## config.mk

```make
export PLATFORM = sky130hd
export DESIGN_NAME = acs_sequencer
export DESIGN_NICKNAME = d
export VERILOG_FILES = /design/src/include/acs_pkg.sv /design/src/rtl/acs_sequencer.sv
export SDC_FILE = /design/constraint.sdc
export NUM_CORES = 1
export LEC_CHECK = 0
export CAP_MARGIN = 20
export CORE_MARGIN = 3
export CORE_UTILIZATION = 40
export DETAILED_ROUTE_END_ITERATION = 7
export DONT_BUFFER_PORTS = 1
export SYNTH_ARGS = -nofsm -noshare
export SYNTH_HDL_FRONTEND = slang
export SYNTH_SLANG_ARGS = --single-unit
```

## constraint.sdc

```tcl
create_clock -name clk -period 8.47 [get_ports clk]
set_clock_uncertainty 0.1 [all_clocks]
set_input_delay 1.694 -clock clk [delete_from_list [all_inputs] [get_ports clk]]
set_output_delay 1.694 -clock clk [all_outputs]
set_load 0.005 [all_outputs]
```

## src/include/acs_pkg.sv

```systemverilog
package acs_pkg;
  localparam int MASK_W          = 16;
  localparam int CHAN_W          = 4;
  localparam int CNT_W           = 5;
  localparam int CTRL_WRITE_BIT  = 15;
  localparam int CTRL_ADDR_HI    = 13;
  localparam int CTRL_ADDR_LO    = 10;
  localparam int CTRL_PM_HI_BIT  = 9;
  localparam int CTRL_PM_LO_BIT  = 8;
  localparam int CTRL_MASK_SEL_BIT = 7;
  localparam int CTRL_SEQUENCE_BIT = 3;
  localparam logic [4:0]  FRAME_BITS  = 5'h10;
  localparam logic [15:0] MASK_RESET  = 16'h0000;
  localparam logic [3:0]  CHAN_RESET  = 4'h0;
  localparam logic [1:0]  PM_NORMAL   = 2'h3;
  localparam logic [1:0]  PM_FULL_OFF = 2'h2;
  localparam logic [1:0]  PM_AUTO_OFF = 2'h1;
  localparam logic [1:0]  PM_AUTO_SBY = 2'h0;
  typedef enum logic [1:0] {
    ACS_MODE_NORMAL,
    ACS_MODE_MASK_LOAD,
    ACS_MODE_MASK_RUN,
    ACS_MODE_CONSEC
  } acs_mode_t;
endpackage

```

## src/rtl/acs_sequencer.sv

```systemverilog
// Operation
// - Mask word shifts in on serial input while the previous result shifts out; this block has no result output.
// - Mask loads over sixteen serial clock falling edges, one bit each.
// - Mask stored only if previous control write had sequence 0, mask-select 1.
// - Mask is MSB first; bit 15 is channel 0, bit 0 channel 15.
// - After mask write, each frame-sync fall advances to next selected channel.
// - Selected channels visited ascending, wrapping, until write with pair not 1,0.
// - Normal mode: each control write with pair 0,0 picks the next channel from its address field.
// - Consecutive mode steps channels each transfer without new writes.
// - Power mode 0,1 is auto-shutdown; a dummy cycle precedes a valid conversion.
// - Power mode 0,0 is auto-standby between conversions.
// - Standby wake takes one dummy transfer before a valid one.
// - Sequence 1, mask-select 1 converts channel 0 to address field, repeating.
// - Sequence 1, mask-select 0 updates settings without stopping the sequence.
// - Four-bit address is straight binary, 0000 channel 0 to 1111 channel 15.
`timescale 1ns/10ps
`default_nettype none
module acs_sequencer (
  input  wire logic        clk,
  input  wire logic        rst_n,
  input  wire logic        converter_serial_clock,
  input  wire logic        converter_frame_sync,
  input  wire logic        converter_serial_input,
  output logic [3:0]       conv_channel,
  output logic             conv_start,
  output logic             conv_dummy,
  output logic [1:0]       power_mode,
  output logic             sequence_running,
  output logic [15:0]      adc_channel_sequence_mask
);
  // All three link signals are foreign to clk, so each is synchronised before use.
  logic [1:0]         sclk_sync_r;
  logic [1:0]         sclk_sync_nxt;
  logic [1:0]         fs_sync_r;
  logic [1:0]         fs_sync_nxt;
  logic [1:0]         din_sync_r;
  logic [1:0]         din_sync_nxt;
  logic               sclk_d_r;
  logic               sclk_d_nxt;
  logic               fs_d_r;
  logic               fs_d_nxt;

  // Frame group collects the serial word.
  logic [15:0]        shift_r;
  logic [15:0]        shift_nxt;
  logic [4:0]         bits_r;
  logic [4:0]         bits_nxt;
  logic               in_frame_r;
  logic               in_frame_nxt;

  // Control group holds mode, mask, channel pointer and power mode.
  acs_pkg::acs_mode_t mode_r;
  acs_pkg::acs_mode_t mode_nxt;
  logic [15:0]        mask_r;
  logic [15:0]        mask_nxt;
  logic [3:0]         chan_r;
  logic [3:0]         chan_nxt;
  logic [3:0]         last_r;
  logic [3:0]         last_nxt;
  logic [1:0]         pm_r;
  logic [1:0]         pm_nxt;

  // Pulse group marks conversion starts and wake-up conversions.
  logic               asleep_r;
  logic               asleep_nxt;
  logic               start_r;
  logic               start_nxt;
  logic               dummy_r;
  logic               dummy_nxt;

  // Output group keeps every port on a flip-flop.
  logic [3:0]         conv_channel_nxt;
  logic               conv_start_nxt;
  logic               conv_dummy_nxt;
  logic [1:0]         power_mode_nxt;
  logic               sequence_running_nxt;
  logic [15:0]        mask_out_nxt;

  logic               sclk_fall;
  logic               fs_fall;
  logic               fs_rise;
  logic               bit_take;
  logic               word_done;
  logic               ctrl_write;
  logic [1:0]         pair;

  // Next selected channel strictly above cur, wrapping to the lowest selected.
  function automatic logic [3:0] next_masked(input logic [15:0] m, input logic [3:0] cur);
    logic [3:0] res;
    logic       found;
    logic [4:0] c;
    res   = cur;
    found = 1'b0;
    for (int i = 1; i <= 16; i++) begin
      c = 5'(cur) + 5'(i);
      if (!found && m[4'(15 - int'(c[3:0]))]) begin
        res   = c[3:0];
        found = 1'b1;
      end
    end
    return res;
  endfunction

  // Channel address field of a control word, in straight binary.
  function automatic logic [3:0] addr_field(input logic [15:0] w);
    return w[acs_pkg::CTRL_ADDR_HI:acs_pkg::CTRL_ADDR_LO];
  endfunction

  function automatic logic [1:0] pm_field(input logic [15:0] w);
    return {w[acs_pkg::CTRL_PM_HI_BIT], w[acs_pkg::CTRL_PM_LO_BIT]};
  endfunction

  // Both automatic power-down modes cost a wake-up conversion.
  function automatic logic auto_idle(input logic [1:0] pm);
    return (pm == acs_pkg::PM_AUTO_OFF) || (pm == acs_pkg::PM_AUTO_SBY);
  endfunction

  // Edges come from the second stage only, so a metastable first stage is never read.
  assign sclk_fall  = sclk_d_r && !sclk_sync_r[1];
  assign fs_fall    = fs_d_r && !fs_sync_r[1];
  assign fs_rise    = !fs_d_r && fs_sync_r[1];
  assign bit_take   = in_frame_r && sclk_fall && (bits_r < acs_pkg::FRAME_BITS) && !fs_fall;
  assign word_done  = in_frame_r && (bits_r == acs_pkg::FRAME_BITS) && !fs_fall;
  assign ctrl_write = shift_r[acs_pkg::CTRL_WRITE_BIT];
  assign pair       = {shift_r[acs_pkg::CTRL_SEQUENCE_BIT], shift_r[acs_pkg::CTRL_MASK_SEL_BIT]};

  // Sync group.
  always_comb begin
    sclk_sync_nxt = {sclk_sync_r[0], converter_serial_clock};
    fs_sync_nxt   = {fs_sync_r[0], converter_frame_sync};
    din_sync_nxt  = {din_sync_r[0], converter_serial_input};
    sclk_d_nxt    = sclk_sync_r[1];
    fs_d_nxt      = fs_sync_r[1];
  end

  always_ff @(posedge clk) begin
    if (!rst_n) begin
      // Reset to the idle levels of the pins, so no false edge follows reset.
      sclk_sync_r <= 2'h3;
      fs_sync_r   <= 2'h3;
      din_sync_r  <= 2'h0;
      sclk_d_r    <= 1'b1;
      fs_d_r      <= 1'b1;
    end else begin
      sclk_sync_r <= sclk_sync_nxt;
      fs_sync_r   <= fs_sync_nxt;
      din_sync_r  <= din_sync_nxt;
      sclk_d_r    <= sclk_d_nxt;
      fs_d_r      <= fs_d_nxt;
    end
  end

  // Frame group.
  always_comb begin
    shift_nxt    = shift_r;
    bits_nxt     = bits_r;
    in_frame_nxt = in_frame_r;
    // A frame-sync fall always restarts the collector, even in mid-word.
    if (fs_fall) begin
      in_frame_nxt = 1'b1;
      bits_nxt     = 5'h00;
    end else if (bit_take) begin
      shift_nxt = {shift_r[14:0], din_sync_r[1]};
      bits_nxt  = bits_r + 5'h01;
    end else if (in_frame_r && (fs_rise || word_done)) begin
      // Short frames are ignored rather than half-applied.
      in_frame_nxt = 1'b0;
    end
  end

  always_ff @(posedge clk) begin
    if (!rst_n) begin
      shift_r    <= acs_pkg::MASK_RESET;
      bits_r     <= 5'h00;
      in_frame_r <= 1'b0;
    end else begin
      shift_r    <= shift_nxt;
      bits_r     <= bits_nxt;
      in_frame_r <= in_frame_nxt;
    end
  end

  // Control group.
  always_comb begin
    mode_nxt = mode_r;
    mask_nxt = mask_r;
    chan_nxt = chan_r;
    last_nxt = last_r;
    pm_nxt   = pm_r;
    if (fs_fall) begin
      case (mode_r)
        acs_pkg::ACS_MODE_MASK_RUN: chan_nxt = next_masked(mask_r, chan_r);
        acs_pkg::ACS_MODE_CONSEC:   chan_nxt = (chan_r >= last_r) ? acs_pkg::CHAN_RESET : chan_r + 4'h1;
        default:                    chan_nxt = chan_r;
      endcase
    end else if (word_done) begin
      if (mode_r == acs_pkg::ACS_MODE_MASK_LOAD) begin
        mask_nxt = shift_r;
        mode_nxt = acs_pkg::ACS_MODE_MASK_RUN;
        // The first fall after loading advances, so park one step behind channel 0.
        // A zero mask finds no channel at all, so the pointer then stays at channel 0.
        chan_nxt = (shift_r == 16'h0000) ? acs_pkg::CHAN_RESET : 4'hF;
      end else if (ctrl_write) begin
        pm_nxt = pm_field(shift_r);
        case (pair)
          2'b00: begin
            mode_nxt = acs_pkg::ACS_MODE_NORMAL;
            chan_nxt = addr_field(shift_r);
          end
          2'b01: mode_nxt = acs_pkg::ACS_MODE_MASK_LOAD;
          2'b10: mode_nxt = mode_r;
          default: begin
            mode_nxt = acs_pkg::ACS_MODE_CONSEC;
            last_nxt = addr_field(shift_r);
            chan_nxt = 4'hF;
          end
        endcase
      end
    end
  end

  always_ff @(posedge clk) begin
    if (!rst_n) begin
      mode_r <= acs_pkg::ACS_MODE_NORMAL;
      mask_r <= acs_pkg::MASK_RESET;
      chan_r <= acs_pkg::CHAN_RESET;
      last_r <= acs_pkg::CHAN_RESET;
      pm_r   <= acs_pkg::PM_NORMAL;
    end else begin
      mode_r <= mode_nxt;
      mask_r <= mask_nxt;
      chan_r <= chan_nxt;
      last_r <= last_nxt;
      pm_r   <= pm_nxt;
    end
  end

  // Pulse group.
  always_comb begin
    asleep_nxt = asleep_r;
    start_nxt  = 1'b0;
    dummy_nxt  = 1'b0;
    if (fs_fall) begin
      start_nxt  = 1'b1;
      // A conversion after a power-down idle serves only to wake the converter.
      dummy_nxt  = asleep_r && auto_idle(pm_r);
      asleep_nxt = 1'b0;
    end else if (word_done) begin
      // The mode written by this very word decides how the converter idles after it.
      asleep_nxt = auto_idle(pm_nxt);
    end
  end

  always_ff @(posedge clk) begin
    if (!rst_n) begin
      asleep_r <= 1'b0;
      start_r  <= 1'b0;
      dummy_r  <= 1'b0;
    end else begin
      asleep_r <= asleep_nxt;
      start_r  <= start_nxt;
      dummy_r  <= dummy_nxt;
    end
  end

  // Output group.
  always_comb begin
    conv_channel_nxt     = chan_r;
    conv_start_nxt       = start_r;
    conv_dummy_nxt       = dummy_r;
    power_mode_nxt       = pm_r;
    sequence_running_nxt = (mode_r == acs_pkg::ACS_MODE_MASK_RUN) || (mode_r == acs_pkg::ACS_MODE_CONSEC);
    mask_out_nxt         = mask_r;
  end

  always_ff @(posedge clk) begin
    if (!rst_n) begin
      conv_channel              <= acs_pkg::CHAN_RESET;
      conv_start                <= 1'b0;
      conv_dummy                <= 1'b0;
      power_mode                <= acs_pkg::PM_NORMAL;
      sequence_running          <= 1'b0;
      adc_channel_sequence_mask <= acs_pkg::MASK_RESET;
    end else begin
      conv_channel              <= conv_channel_nxt;
      conv_start                <= conv_start_nxt;
      conv_dummy                <= conv_dummy_nxt;
      power_mode                <= power_mode_nxt;
      sequence_running          <= sequence_running_nxt;
      adc_channel_sequence_mask <= mask_out_nxt;
    end
  end
endmodule
`default_nettype wire

```

==> flow_metrics.tcl <==
set metrics [dict create \
    hpwl_um 10500 \
    timing.rr.start "chan_r[1]$_SDFFE_PN0P_" \
    use_met1_pct 26.4 \
    cts.repair.resized 0 \
    met3_usage_pct 3.12 \
    dieWidth_um 121 \
    cts_tree "built" \
    synth_top_family_by_area "simple AND/OR/NAND/NOR gates" \
    via_per_inst 5.78 \
    worstSetupEndpointType "flop" \
    io_pins 30 \
    grt_setup_unrepaired "false" \
    synth_top_area_cell "dfxtp_1" \
    antenna_found_initial 0 \
    synth_top_area_share_pct 32.3 \
    dieArea_mm2 0.0148 \
    gp_congestion 0.938 \
    die_h_um 121 \
    power.leakage_nw 2.05 \
    grtUsageTotal_pct 20.1 \
    synth_most_common_cell "nand2_1" \
    start_util_pct 41.6 \
    core_mm2 0.0128 \
    crit_end "chan_r[0]$_SDFFE_PN0P_" \
    grt.busiest_layer "met2" \
    synth_edf_count 0 \
    tightest_slew_ps 1000 \
    dr_total_vias 4502 \
    ff2ff_setup_slack_ps 3580 \
    postRouteAntennaNets 0 \
    slew-limit-headroom_pct 32.6 \
    diodes 0 \
    critPathMaxFanout 21 \
    synthMuxAreaShare_pct 17.3 \
    synth_common_cells "119 x nand2_1, 86 x dfxtp_1, 70 x a21oi_1" \
    fin_tns_setup_ps 0 \
    cts-root-buf "clkbuf_16" \
    clk_path_buf_depth 2 \
    power_density_mw_per_mm2 150 \
    hold_depth 1 \
    grt_use_met2_pct 32.3 \
    worstPathRequired_ps 8610 \
    synth_adder_area_share_pct 4.46 \
    setup_viol 0 \
    wire_per_inst_um 18.3 \
    post-route-period-util_pct 57.7 \
    grt_pass1_wl_um 23300 \
    hold_path_class "reg2reg" \
    drt_pass1_iterations 5 \
    start_kind "flop" \
    synth_seq_area_share_pct 32.3 \
    cts_buffers 9 \
    fmax_mhz 205 \
    ys_ff_latch 86 \
    r2r-end "chan_r[0]$_SDFFE_PN0P_" \
    synth_compound_area_share_pct 16.3 \
    htree_levels 3 \
    syn_area_mm2 0.00533 \
    syn_nets 640 \
    syn_area_per_cell_um2 8.65 \
    status "finished clean" \
    max-cap-violations 0 \
    yosys_most_used_dff "dfxtp_1" \
    slew_viol_final 0 \
    r2r_cells 12 \
    rows 41 \
    fin_util_pct 45.3 \
    port_buffers 0 \
    ir_worst_vdd_uv 125 \
    post_cts_buffers 0 \
    grt_pass1_vias 4304 \
    synth_warnings 0 \
    clk_latency_ps 350 \
    synth_area_leaders "dfxtp_1 32%, mux4_2 8.4%, nand2_1 8.4%" \
    crit_type "reg2reg" \
    startpoint "chan_r[1]$_SDFFE_PN0P_" \
    area_delta_synth_final_pct 9.06 \
    synthSimpleGateAreaFrac_pct 22.8 \
    overflow 0 \
    path_clk_slew_ps 60 \
    ys_types 71 \
    arrival_ps 5020 \
    fin_crit_ps 4890 \
    cts_sinks 86 \
    synthXorXnorAreaFrac_pct 2.61 \
    drt_iter0_drc 292 \
    wirelength_um 14300 \
    finalHoldViolCount 0 \
    final_nets 626 \
    async_flop_share_pct 0 \
    grt_max_degree 44 \
    cts_hold_buffers 0 \
    netlist_instances 616 \
    drive_gt1_share_pct 10.4 \
    drc 0 \
]
[worst min-delay path by stage]
stage                                 to                 startpoint
6_report       sclk_sync_r[1]$_SDFF_PN1_  sclk_sync_r[0]$_SDFF_PN1_
5_1_grt          fs_sync_r[1]$_SDFF_PN1_    fs_sync_r[0]$_SDFF_PN1_
4_1_cts        sclk_sync_r[1]$_SDFF_PN1_  sclk_sync_r[0]$_SDFF_PN1_
3_5_place_dp   sclk_sync_r[1]$_SDFF_PN1_  sclk_sync_r[0]$_SDFF_PN1_
3_3_place_gp   sclk_sync_r[1]$_SDFF_PN1_  sclk_sync_r[0]$_SDFF_PN1_
2_1_floorplan    fs_sync_r[1]$_SDFF_PN1_    fs_sync_r[0]$_SDFF_PN1_
[flip-flops by register name (all words and copies together), names as in the netlist, 4 cells and up]
| signal | flops |
|---|---|
| mask_out_nxt | 16 |
| last_r | 4 |
| chan_r | 4 |
| shift_r | 16 |
| bits_r | 5 |
| conv_channel | 4 |
| adc_channel_sequence_mask | 16 |
[layer usage]
metal | vias up | routed length [um]
met5 | - | 0
met4 | 0 | 466
met3 | 32 | 672
met2 | 138 | 6800
met1 | 2145 | 6330
li1 | 2187 | -
[logic make-up (layout without fill, tap and decap cells)]
group | Yosys count | count (layout)
flops | 86 | 86
buf+inv | 49 | 40
fa+ha+maj | 19 | 19
mux | 60 | 60
xor+xnor | 15 | 15
simple gates | 248 | 248
compound gates | 139 | 139
[per-stage QoR]
stage               total power, mW  instance area, um2  worst slack [ps]  hold WS (ps)  std cells
global placement              0.427                5410              3100           289        761
detailed placement            0.427                5410              2980           294        761
CTS                           0.884                5760              2970           309        777
floorplan                     0.426                5330              4570           286        616
global route                  0.902                5810              3280           332        779
finish                        0.874                5810              3580           307        779
[area by class of cell]
class                           count  area [um2]
Sequential cell                    86        1720
Fill cell                        1270        7010
Tap cell                          172         215
Timing Repair Buffer                4        70.1
Clock buffer                       11         243
Clock inverter                      5         106
Inverter                           20        75.1
Multi-Input combinational cell    481        3380
[layout by cell type, fill, tap and decap left out, types with 7 or more instances in the layout]
cell	instances
clkbuf_16	9
nand2b_1	14
o21ai_0	16
mux2_2	12
mux2i_1	22
nor2_1	30
ha_1	19
xnor2_1	7
nand3_1	15
dfxtp_1	86
nand4_1	7
nor3_1	9
nor4_1	7
a21oi_1	70
xor2_1	7
mux4_2	20
and2_1	27
inv_1	17
nand2_1	119
[where the power goes]
part | total (mW) | switching [mW] | internal, mW
clock | 0.457 | 0.160 | 0.297
sequential | 0.408 | 0.00120 | 0.407
combinational | 0.0102 | 0.00740 | 0.00282
[worst max-delay path, stage by stage (launching register included)]
cell,delay [ps]
dfxtp_1,830
inv_1,320
ha_1,530
buf_16,220
mux4_2,570
mux2_2,320
mux2_2,340
nor3_2,400
and3_1,420
nand4_4,180
a41oi_2,260
o41ai_1,100
a31o_1,180
Power figures use the tool's default switching activity.
